### config.mk
export PLATFORM = sky130hd
export DESIGN_NAME = perf_counter_top
export DESIGN_NICKNAME = d
export VERILOG_FILES = /design/src/perf_pkg.sv /design/src/perf_counter_top.sv /design/src/event_match.sv /design/src/count_reg.sv
export SDC_FILE = /design/constraint.sdc
export NUM_CORES = 1
export LEC_CHECK = 0
export BUFFER_PORTS_ARGS = -buffer_cell sky130_fd_sc_hd__buf_4
export CELL_PAD_IN_SITES_DETAIL_PLACEMENT = 1
export CELL_PAD_IN_SITES_GLOBAL_PLACEMENT = 2
export CORE_ASPECT_RATIO = 0.5
export CORE_MARGIN = 1
export CORE_UTILIZATION = 31
export DETAILED_ROUTE_END_ITERATION = 8
export MAX_ROUTING_LAYER = met4
export PLACE_DENSITY = 0.85
export REMOVE_ABC_BUFFERS = 1
export SLEW_MARGIN = 10
export SYNTH_ARGS = -nofsm -noshare
export SYNTH_HDL_FRONTEND = slang
export SYNTH_SLANG_ARGS = --single-unit
### constraint.sdc
create_clock -name MCLK_I -period 5.1 [get_ports MCLK_I]
set_input_delay 1.53 -clock MCLK_I [delete_from_list [all_inputs] [get_ports MCLK_I]]
set_output_delay 1.53 -clock MCLK_I [all_outputs]
set_load 0.01 [all_outputs]
### src/perf_pkg.sv
// Constants, register map and signal bundles of the per-core event counting block
package perf_pkg;

	////////////////////////////////////////////////////////////////////////////////
	// Register map (byte offsets)
	localparam logic [11:0] OFF_SEL_BASE = 12'h000;
	localparam logic [11:0] OFF_CNT_BASE = 12'h004;
	localparam logic [11:0] OFF_STRIDE = 12'h008;
	localparam logic [11:0] OFF_CTRL = 12'h040;
	localparam logic [11:0] OFF_STAT = 12'h044;
	localparam logic [11:0] OFF_WRAP = 12'h048;
	localparam logic [11:0] OFF_WORD_MASK = 12'h003;

	////////////////////////////////////////////////////////////////////////////////
	// Field layouts and reset values
	localparam logic [31:0] SEL_WMASK = 32'h0040ffff;
	localparam logic [31:0] SEL_RST = 32'h00000000;
	localparam logic [31:0] CTRL_RST = 32'h00000000;
	localparam int CTRL_RUN_BIT = 0;
	localparam int STAT_OWN_ACT_BIT = 0;
	localparam int STAT_OWN_HALT_BIT = 1;
	localparam int STAT_OTH_HALT_BIT = 2;
	localparam int UM_AGENT_IDX = 5;
	localparam logic [1:0] SPEC_ALL = 2'h3;
	localparam logic [31:0] WORD_ZERO = 32'h00000000;

	////////////////////////////////////////////////////////////////////////////////
	// Event codes and unit masks
	localparam logic [7:0] EV_L2_REFUSE = 8'h30;
	localparam logic [7:0] EV_L2_IDLE = 8'h32;
	localparam logic [7:0] EV_UNHALTED = 8'h3c;
	localparam logic [7:0] EV_L1_PREFETCH = 8'h4f;
	localparam logic [7:0] EV_SNOOP_REPLY = 8'h77;
	localparam logic [7:0] EV_SHARE_SNOOP = 8'h78;
	localparam logic [7:0] EV_BUS_IDLE = 8'h7d;
	localparam logic [7:0] EV_IFETCH_MISS = 8'h81;
	localparam logic [7:0] UM_CORE_CYC = 8'h00;
	localparam logic [7:0] UM_REF_CYC = 8'h01;
	localparam logic [7:0] UM_SERIAL_CYC = 8'h02;
	localparam logic [1:0] INC_NONE = 2'h0;

	////////////////////////////////////////////////////////////////////////////////
	// Bundles
	typedef struct packed {
		logic [8:0] rsvd_hi;
		logic en;
		logic [5:0] rsvd_mid;
		logic [1:0] spec;
		logic [5:0] um_lo;
		logic [7:0] evt;
	} event_select_register_t;

	typedef struct packed {
		logic halted;
		logic snooped;
		logic l2_refuse;
		logic l2_idle;
		logic l1_prefetch;
		logic share_snoop;
		logic bus_idle;
		logic snoop_reply;
		logic ifetch_miss;
	} core_ev_t;

	typedef struct packed {
		logic agents_idle;
		logic agents_snoop_reply;
	} bus_ev_t;

endpackage : perf_pkg

### src/perf_counter_top.sv
// Per-core event counters with APB register access
//
// The implementer's own choices: the register offsets and register access over APB.
`timescale 1ns/10ps
`default_nettype none
// Behaviour
// - A core is active while running non-halt code or while being snooped.
// - Unhalted core, reference and serial cycle counts stop whenever halted, snooped or not.
// - Select bits 15:14 choose this core or, with 11b, all cores.
// - Unit mask bit 20h on bus events adds activity of every bus agent.
// - Qualifiers limit counting to the package or to the bus agent boundary.
// - Second-level refusal event counts each cycle the cache refuses requests.
// - Second-level idle event counts each cycle with no requests or prefetches issued.
// - Unhalted event with mask 00h counts every core clock while the core is not halted.
// - Unhalted event with mask 01h counts bus clocks while the core runs.
// - Mask 02h counts bus clocks when this core runs and the other halts.
// - Every first-level prefetch request counts, resubmitted ones included.
// - Every share snoop of the first-level data cache unit counts.
// - Bus idle event counts bus cycles with no transaction of this core pending.
// - Every clean, hit or modified-line reply to external snoops counts.
// - Each instruction byte fetch that misses the instruction cache counts.
module perf_counter_top #(
	parameter int CNT_N = 2,
	parameter int CNT_W = 32
) (
	// Clock and reset
	input wire logic MCLK_I,
	input wire logic RST_N_I,
	// APB slave
	input wire logic PSEL_I,
	input wire logic PENABLE_I,
	input wire logic PWRITE_I,
	input wire logic [11:0] PADDR_I,
	input wire logic [31:0] PWDATA_I,
	output logic [31:0] PRDATA_O,
	output logic PREADY_O,
	output logic PSLVERR_O,
	// Conditions from the cores and the bus
	input wire perf_pkg::core_ev_t OWN_EV_I,
	input wire perf_pkg::core_ev_t OTHER_EV_I,
	input wire perf_pkg::bus_ev_t BUS_EV_I,
	input wire logic BUS_TICK_I,
	// State
	output logic CORE_ACTIVE_O
);

	////////////////////////////////////////////////////////////////////////////////
	// Declarations
	typedef enum logic [2:0] {
		DEC_NONE = 3'b001,
		DEC_SEL = 3'b010,
		DEC_CNT = 3'b100
	} dec_kind_t;

	typedef struct packed {
		logic hit;
		logic [31:0] data;
	} rd_t;

	perf_pkg::event_select_register_t sel_r [CNT_N];
	perf_pkg::event_select_register_t sel_nxt [CNT_N];
	logic [31:0] ctrl_r;
	logic [31:0] ctrl_nxt;
	logic [CNT_N-1:0] wrap_r;
	logic [CNT_N-1:0] wrap_nxt;
	logic [31:0] prdata_r;
	logic [31:0] prdata_nxt;
	logic slverr_r;
	logic slverr_nxt;
	logic active_r;
	logic active_nxt;

	logic [CNT_W-1:0] cnt [CNT_N];
	logic [1:0] inc [CNT_N];
	logic [CNT_N-1:0] wrap_ev;
	logic [CNT_N-1:0] cnt_wr;
	logic setup_ph;
	logic access_wr;
	rd_t rd;

	////////////////////////////////////////////////////////////////////////////////
	// Address decoding
	function automatic dec_kind_t dec_kind(input logic [11:0] addr, input int idx);
		logic [11:0] sel_a;
		logic [11:0] cnt_a;
		sel_a = perf_pkg::OFF_SEL_BASE + 12'(idx) * perf_pkg::OFF_STRIDE;
		cnt_a = perf_pkg::OFF_CNT_BASE + 12'(idx) * perf_pkg::OFF_STRIDE;
		if (addr == sel_a) begin
			dec_kind = DEC_SEL;
		end else if (addr == cnt_a) begin
			dec_kind = DEC_CNT;
		end else begin
			dec_kind = DEC_NONE;
		end
	endfunction : dec_kind

	assign setup_ph = PSEL_I & ~PENABLE_I;
	assign access_wr = PSEL_I & PENABLE_I & PWRITE_I;

	////////////////////////////////////////////////////////////////////////////////
	// Counters
	for (genvar g = 0; g < CNT_N; g++) begin : g_cnt
		event_match u_match (
			.sel_i(sel_r[g]),
			.own_i(OWN_EV_I),
			.other_i(OTHER_EV_I),
			.bus_i(BUS_EV_I),
			.bus_tick_i(BUS_TICK_I),
			.inc_o(inc[g])
		);

		assign cnt_wr[g] = access_wr && (dec_kind(PADDR_I, g) == DEC_CNT);

		// Counting needs both the global run bit and the counter's own enable
		count_reg #(
			.CNT_W(CNT_W)
		) u_cnt (
			.clk_i(MCLK_I),
			.rst_n_i(RST_N_I),
			.en_i(ctrl_r[perf_pkg::CTRL_RUN_BIT] & sel_r[g].en),
			.inc_i(inc[g]),
			.wr_i(cnt_wr[g]),
			.wdata_i(PWDATA_I[CNT_W-1:0]),
			.cnt_o(cnt[g]),
			.wrap_o(wrap_ev[g])
		);
	end

	////////////////////////////////////////////////////////////////////////////////
	// Read mux, evaluated in the setup phase so read data leaves a flip-flop
	always_comb begin
		rd.hit = 1'b0;
		rd.data = perf_pkg::WORD_ZERO;
		if (PADDR_I == perf_pkg::OFF_CTRL) begin
			rd.hit = 1'b1;
			rd.data = ctrl_r;
		end else if (PADDR_I == perf_pkg::OFF_STAT) begin
			rd.hit = 1'b1;
			rd.data[perf_pkg::STAT_OWN_ACT_BIT] = active_r;
			rd.data[perf_pkg::STAT_OWN_HALT_BIT] = OWN_EV_I.halted;
			rd.data[perf_pkg::STAT_OTH_HALT_BIT] = OTHER_EV_I.halted;
		end else if (PADDR_I == perf_pkg::OFF_WRAP) begin
			rd.hit = 1'b1;
			rd.data[CNT_N-1:0] = wrap_r;
		end else begin
			for (int i = 0; i < CNT_N; i++) begin
				if (dec_kind(PADDR_I, i) == DEC_SEL) begin
					rd.hit = 1'b1;
					rd.data = sel_r[i];
				end else if (dec_kind(PADDR_I, i) == DEC_CNT) begin
					rd.hit = 1'b1;
					rd.data[CNT_W-1:0] = cnt[i];
				end
			end
		end
		// Misaligned addresses are answered as unmapped
		if ((PADDR_I & perf_pkg::OFF_WORD_MASK) != 12'h000) begin
			rd.hit = 1'b0;
			rd.data = perf_pkg::WORD_ZERO;
		end
	end

	////////////////////////////////////////////////////////////////////////////////
	// Register next state
	always_comb begin
		ctrl_nxt = ctrl_r;
		wrap_nxt = wrap_r;
		prdata_nxt = prdata_r;
		slverr_nxt = slverr_r;
		active_nxt = ~OWN_EV_I.halted | OWN_EV_I.snooped;
		for (int i = 0; i < CNT_N; i++) begin
			sel_nxt[i] = sel_r[i];
			if (access_wr && (dec_kind(PADDR_I, i) == DEC_SEL)) begin
				sel_nxt[i] = PWDATA_I & perf_pkg::SEL_WMASK;
			end
		end
		if (access_wr && (PADDR_I == perf_pkg::OFF_CTRL)) begin
			ctrl_nxt = PWDATA_I & (32'h00000001 << perf_pkg::CTRL_RUN_BIT);
		end
		// Write-one-to-clear; a wrap in the same cycle keeps the flag set
		if (access_wr && (PADDR_I == perf_pkg::OFF_WRAP)) begin
			wrap_nxt = wrap_nxt & ~PWDATA_I[CNT_N-1:0];
		end
		wrap_nxt = wrap_nxt | wrap_ev;
		if (setup_ph) begin
			prdata_nxt = PWRITE_I ? perf_pkg::WORD_ZERO : rd.data;
			slverr_nxt = ~rd.hit;
		end
	end

	always_ff @(posedge MCLK_I) begin
		if (!RST_N_I) begin
			for (int i = 0; i < CNT_N; i++) begin
				sel_r[i] <= perf_pkg::SEL_RST;
			end
			ctrl_r <= perf_pkg::CTRL_RST;
			wrap_r <= '0;
			prdata_r <= perf_pkg::WORD_ZERO;
			slverr_r <= 1'b0;
			active_r <= 1'b0;
		end else begin
			for (int i = 0; i < CNT_N; i++) begin
				sel_r[i] <= sel_nxt[i];
			end
			ctrl_r <= ctrl_nxt;
			wrap_r <= wrap_nxt;
			prdata_r <= prdata_nxt;
			slverr_r <= slverr_nxt;
			active_r <= active_nxt;
		end
	end

	////////////////////////////////////////////////////////////////////////////////
	// Outputs
	assign PRDATA_O = prdata_r;
	assign PREADY_O = PSEL_I & PENABLE_I;
	assign PSLVERR_O = PSEL_I & PENABLE_I & slverr_r;
	assign CORE_ACTIVE_O = active_r;

endmodule : perf_counter_top
`default_nettype wire

### src/event_match.sv
// Event qualifier: turns one event selection and the raw conditions into an increment
`timescale 1ns/10ps
`default_nettype none
module event_match (
	// Selection
	input wire perf_pkg::event_select_register_t sel_i,
	// Conditions
	input wire perf_pkg::core_ev_t own_i,
	input wire perf_pkg::core_ev_t other_i,
	input wire perf_pkg::bus_ev_t bus_i,
	input wire logic bus_tick_i,
	// Increment
	output logic [1:0] inc_o
);

	logic own_act;
	logic oth_act;
	logic spec_all;
	logic agents;
	logic [7:0] umask;

	// Counts this core, or both cores of the package when all cores are chosen
	function automatic logic [1:0] pick(input logic own_c, input logic oth_c, input logic both);
		pick = both ? ({1'b0, own_c} + {1'b0, oth_c}) : {1'b0, own_c};
	endfunction : pick

	assign own_act = ~own_i.halted | own_i.snooped;
	assign oth_act = ~other_i.halted | other_i.snooped;
	assign spec_all = (sel_i.spec == perf_pkg::SPEC_ALL);
	assign agents = sel_i.um_lo[perf_pkg::UM_AGENT_IDX];
	assign umask = {sel_i.spec, sel_i.um_lo};

	always_comb begin
		inc_o = perf_pkg::INC_NONE;
		case (sel_i.evt)
			perf_pkg::EV_L2_REFUSE: begin
				inc_o = pick(own_i.l2_refuse & own_act, other_i.l2_refuse & oth_act, spec_all);
			end
			perf_pkg::EV_L2_IDLE: begin
				inc_o = pick(own_i.l2_idle & own_act, other_i.l2_idle & oth_act, spec_all);
			end
			perf_pkg::EV_UNHALTED: begin
				// Snoop activity does not wake these three up: halted means no count
				case (umask)
					perf_pkg::UM_CORE_CYC: inc_o = {1'b0, ~own_i.halted};
					perf_pkg::UM_REF_CYC: inc_o = {1'b0, bus_tick_i & ~own_i.halted};
					perf_pkg::UM_SERIAL_CYC: begin
						inc_o = {1'b0, bus_tick_i & ~own_i.halted & other_i.halted};
					end
					default: inc_o = perf_pkg::INC_NONE;
				endcase
			end
			perf_pkg::EV_L1_PREFETCH: begin
				// Each resubmission after a refusal arrives as a fresh request
				inc_o = pick(own_i.l1_prefetch & own_act, other_i.l1_prefetch & oth_act, spec_all);
			end
			perf_pkg::EV_SHARE_SNOOP: begin
				inc_o = pick(own_i.share_snoop & own_act, other_i.share_snoop & oth_act, spec_all);
			end
			perf_pkg::EV_BUS_IDLE: begin
				inc_o = {1'b0, bus_tick_i & own_i.bus_idle & (~agents | bus_i.agents_idle)};
			end
			perf_pkg::EV_SNOOP_REPLY: begin
				inc_o = pick(own_i.snoop_reply, other_i.snoop_reply, spec_all) + {1'b0, agents & bus_i.agents_snoop_reply};
			end
			perf_pkg::EV_IFETCH_MISS: begin
				inc_o = pick(own_i.ifetch_miss & own_act, other_i.ifetch_miss & oth_act, spec_all);
			end
			default: inc_o = perf_pkg::INC_NONE;
		endcase
	end

endmodule : event_match
`default_nettype wire

### src/count_reg.sv
// One event counter with software preset and a wrap pulse
`timescale 1ns/10ps
`default_nettype none
module count_reg #(
	parameter int CNT_W = 32
) (
	// Clock and reset
	input wire logic clk_i,
	input wire logic rst_n_i,
	// Counting
	input wire logic en_i,
	input wire logic [1:0] inc_i,
	// Preset
	input wire logic wr_i,
	input wire logic [CNT_W-1:0] wdata_i,
	// State
	output logic [CNT_W-1:0] cnt_o,
	output logic wrap_o
);

	logic [CNT_W-1:0] cnt_r;
	logic [CNT_W-1:0] cnt_nxt;
	logic [CNT_W-1:0] base;
	logic [CNT_W:0] sum;

	always_comb begin
		// A preset in the same cycle as an event keeps the event
		base = wr_i ? wdata_i : cnt_r;
		sum = {1'b0, base} + {{(CNT_W - 1){1'b0}}, (en_i ? inc_i : perf_pkg::INC_NONE)};
		cnt_nxt = sum[CNT_W-1:0];
		wrap_o = sum[CNT_W];
	end

	always_ff @(posedge clk_i) begin
		if (!rst_n_i) begin
			cnt_r <= '0;
		end else begin
			cnt_r <= cnt_nxt;
		end
	end

	assign cnt_o = cnt_r;

endmodule : count_reg
`default_nettype wire

==> metrics.log <==
[metrics] unrepaired setup endpoints after global routing: false
[metrics] crit start category: primary input
[metrics] GR Util All Layers: 25.2%
[metrics] Final ANT Viol Nets: 0
[metrics] cells along the critical path: buf_4, nand2b_1, and2_1, ha_1, mux2i_1, o2bb2ai_1, a211oi_1, a31oi_1, o31a_1, ha_1, inv_1, fa_1, buf_4, nor4_2, o31ai_1, o22ai_1, xor2_1, nor2_1
[metrics] Worst Skew: 0.0111 ns
[metrics] type of the most critical hold path: flip-flop to flip-flop
[metrics] Placed Cells incl. Taps: 1616
[metrics] type of element capturing the critical path: flip-flop
[metrics] critical path class: primary input to flip-flop
[metrics] Root Driver: clkbuf_16
[metrics] cell area after placement: 10100 sq um
[metrics] DRT Pass-1 Iters: 5
[metrics] worst ir drop on vdd: 0.000194 V
[metrics] number of core rows: 43
[metrics] area of combinational cells with multiple inputs: 5770 sq um
[metrics] highest clock frequency the design can meet: 0.210 GHz
[metrics] overall power consumption: 2570 uW
[metrics] Tmin final: 4.76 ns
[metrics] number of top-level pins: 105
[metrics] Fillers: 3353
[metrics] Area growth, synth to finish: 21.6%
[metrics] total clock buffers created by CTS: 17
[metrics] number of H-tree branching levels: 4
[metrics] vias after detailed routing: 9523
[metrics] final number of max-transition violations: 0
[metrics] logic depth of the worst setup path including buffers: 18
[metrics] footprint of the flip-flops and latches: 2700 sq um
[metrics] Congestion Overflow GR: 0
[metrics] Detail Placement HPWL: 25.8 mm
[metrics] total wire length after detailed routing: 35.2 mm
[metrics] slew at the pin closest to its max-slew limit: 1.05 ns
[metrics] number of cells on the worst reg-to-reg path: 15
[metrics] leakage: 0.00388 uW
[metrics] fraction of registers with async set or reset after synthesis: 0%
[metrics] CP max-delay cell: fa_1
[metrics] number of port buffers: 103
[metrics] final cell utilization of the core: 38.6%
[metrics] first-pass GRT wire length: 55.1 mm
[metrics] hold buffers post-CTS: 0
[metrics] count of state elements after synthesis: 135
[metrics] delay of the slowest critical-path stage: 0.55 ns
[metrics] status: complete, no violations
[metrics] worst hold stages: 2
[metrics] clock latency reported for the late side of the worst-skew pair: 0.44 ns
[metrics] Die Span Y: 121 microns
[metrics] clock transition at the register clock pins on the worst setup and hold paths after CTS: 0.07 ns
[metrics] Avg Cell Area, Syn: 7.57 sq um
[metrics] tightest slew margin relative to the limit: 29.9%
[metrics] overall die area: 29200 sq um
[metrics] Sinks on Clock Net: 135
[metrics] vias in the first global route: 9539
[metrics] netlist area before placement: 8820 sq um
[metrics] maximum fanout count along the critical path: 7
[metrics] Main synth FF type: dfxtp_1
[metrics] worst path buffer plus inverter count: 3
[metrics] DRC violation count after routing: 0
[metrics] area of all placed cells without fillers: 10700 sq um
[metrics] net total in the final layout: 1337
[metrics] layout cells sized above 1: 16.3%
[metrics] final RePlAce weighted congestion: 0.917
[metrics] initial DRC count: 791
[metrics] number of distinct library cells after synthesis: 70
[metrics] Starting Density: 31.7%
[metrics] CTS Buffer Depth: 2
[metrics] number of antenna violations at the first check in global routing: 0
[metrics] non-filler instance count after layout: 1649
[metrics] sequential element share of the synthesized area: 30.6%
[metrics] area of the core region: 27800 sq um
[metrics] clock tree from TritonCTS: built
[metrics] Syn Inst Count: 1165
[metrics] number of max-capacitance violations reported: 0
[metrics] Required @ worst endpoint: 5.38 ns
[metrics] Vias/cell: 5.78
[metrics] arrival time at the worst endpoint: 5.04 ns
[metrics] pin count of the biggest net entering global routing: 84
[metrics] total power per unit cell area: 240 nW/um^2
[metrics] CP delay by family, top: adder cells
[metrics] number of flops mapped to enable cells by yosys: 0
[metrics] Final Hold Viols: 0
[metrics] count of synthesis-stage warnings from yosys: 0
[metrics] final period utilization: 93.3%
[metrics] final setup fails: 0
[metrics] die outline width: 241 microns
[metrics] average routed wire per standard cell: 21.4 microns
[cell families after synthesis]
logic type / count (synthesis) / share of synthesized area, %
and+or+nand+nor: 552 / 31.6
AOI/OAI and AO/OA: 248 / 18.2
DFF: 135 / 30.6
buffers and inverters: 95 / 4.40
muxes: 61 / 7.06
xor gates and xnor gates: 60 / 5.96
adders and majority gates: 14 / 2.16
[final cells by class]
| type | count | share of cell area [%] |
|---|---|---|
| multi-input combinational | 935 | 53.7 |
| sequential | 135 | 25.2 |
| timing repair buffer | 145 | 10.1 |
| tap | 382 | 4.45 |
| clock buffer | 17 | 3.97 |
| clock inverter | 15 | 1.81 |
| inverter | 19 | 0.665 |
| antenna | 1 | 0.0233 |
[per-stage QoR]
stage	hold slack [ns]	worst slack [ns]	setup TNS [ns]
detailed placement	0.466	-0.120	-0.318
finish	0.482	0.340	0
global placement	0.458	-0.0123	-0.0171
global route	0.508	0.0393	0
CTS	0.482	0.262	0
floorplan	0.443	-1.57	-43.20
[repair_timing]
action / CTS / global route
setup buffers: 0 / 0
gates resized for setup: 0 / 1
endpoints found under the setup margin: 0 / 1
[final timing paths]
check,from,endpoint,slack [ns]
max,OWN_EV_I[7],g_cnt[0].u_cnt.cnt_o[14]$_SDFF_PN0_,0.34
min,PRDATA_O[2]$_SDFFE_PN0P_,PRDATA_O[2]$_SDFFE_PN0P_,0.48
max reg2reg,sel_r[0][7]$_SDFFE_PN0P_,g_cnt[0].u_cnt.cnt_o[14]$_SDFF_PN0_,1.00
min reg2reg,PRDATA_O[2]$_SDFFE_PN0P_,PRDATA_O[2]$_SDFFE_PN0P_,0.48
[layout by cell type (no fill, tap or decap), types with 4 or more instances in the layout]
cell | netlist | final
o21ai_1 | 4 | 4
xor2_1 | 34 | 34
nor3b_1 | 7 | 7
o21ai_0 | 48 | 48
nor2_1 | 87 | 86
nor4_1 | 19 | 16
clkinv_4 | 0 | 4
nand4b_1 | 4 | 4
a22o_1 | 15 | 15
and3_1 | 16 | 16
nand4_1 | 42 | 42
or3_1 | 6 | 6
a22oi_1 | 46 | 46
o22ai_1 | 11 | 11
mux2_2 | 10 | 10
nor3_1 | 25 | 25
o21a_1 | 4 | 4
nand2b_1 | 9 | 9
nor4_2 | 2 | 4
inv_1 | 19 | 18
a211oi_1 | 15 | 15
xnor2_1 | 26 | 26
and2_1 | 36 | 36
ha_1 | 12 | 12
nand2_1 | 176 | 176
or4_1 | 6 | 6
nand3_1 | 87 | 87
a21oi_1 | 62 | 62
a31oi_1 | 4 | 4
clkbuf_16 | 0 | 17
o31ai_1 | 8 | 8
o211ai_1 | 4 | 4
buf_4 | 1 | 145
dfxtp_1 | 135 | 135
mux2i_1 | 51 | 51
and4_1 | 11 | 11
[power breakdown]
| part | switching (uW) | internal, uW |
|---|---|---|
| Clock | 555 | 783 |
| Combinational | 115 | 65.3 |
| Sequential | 0.777 | 1050 |
[registers in the layout (all words and copies together) (netlist names)]
| name | count |
|---|---|
| CORE_ACTIVE_O | 1 |
| PRDATA_O | 32 |
| ctrl_r | 1 |
| g_cnt.u_cnt.cnt_o | 64 |
| sel_r | 34 |
| slverr_r | 1 |
| wrap_r | 2 |
[worst min-delay path: stages, from the launching register on]
cell and delay, ns:
dfxtp_1 0.31, nand2_1 0.06, nand3_1 0.06
[per-layer routing]
metal	GRT usage, %	share of wire, %	up-vias
met5	-	0	-
met1	32.9	46	4761
li1	-	-	4437
met4	7.84	2.2	0
met3	3.37	5.1	62
met2	40.4	47	263
[synth_stat cells (all sizes together) (4+ instances only)]
| cell | number | area, sq um |
|---|---|---|
| a211oi | 15 | 113 |
| a21oi | 62 | 310 |
| a22o | 15 | 131 |
| a22oi | 46 | 345 |
| a31oi | 4 | 25.0 |
| and2 | 36 | 225 |
| and3 | 16 | 100 |
| and4 | 11 | 96.3 |
| buf | 21 | 110 |
| clkbuf | 55 | 206 |
| dfxtp | 135 | 2700 |
| ha | 12 | 150 |
| inv | 19 | 71.3 |
| mux2 | 10 | 113 |
| mux2i | 51 | 510 |
| nand2 | 176 | 661 |
| nand2b | 9 | 56.3 |
| nand3 | 87 | 435 |
| nand4 | 42 | 263 |
| nand4b | 4 | 35.0 |
| nor2 | 87 | 327 |
| nor3 | 28 | 161 |
| nor3b | 7 | 52.6 |
| nor4 | 22 | 165 |
| o211ai | 4 | 30.0 |
| o21a | 4 | 30.0 |
| o21ai | 52 | 260 |
| o22ai | 11 | 68.8 |
| o31ai | 8 | 60.1 |
| or3 | 6 | 37.5 |
| or4 | 6 | 45.0 |
| xnor2 | 26 | 228 |
| xor2 | 34 | 298 |
Power figures use the tool's default switching activity.
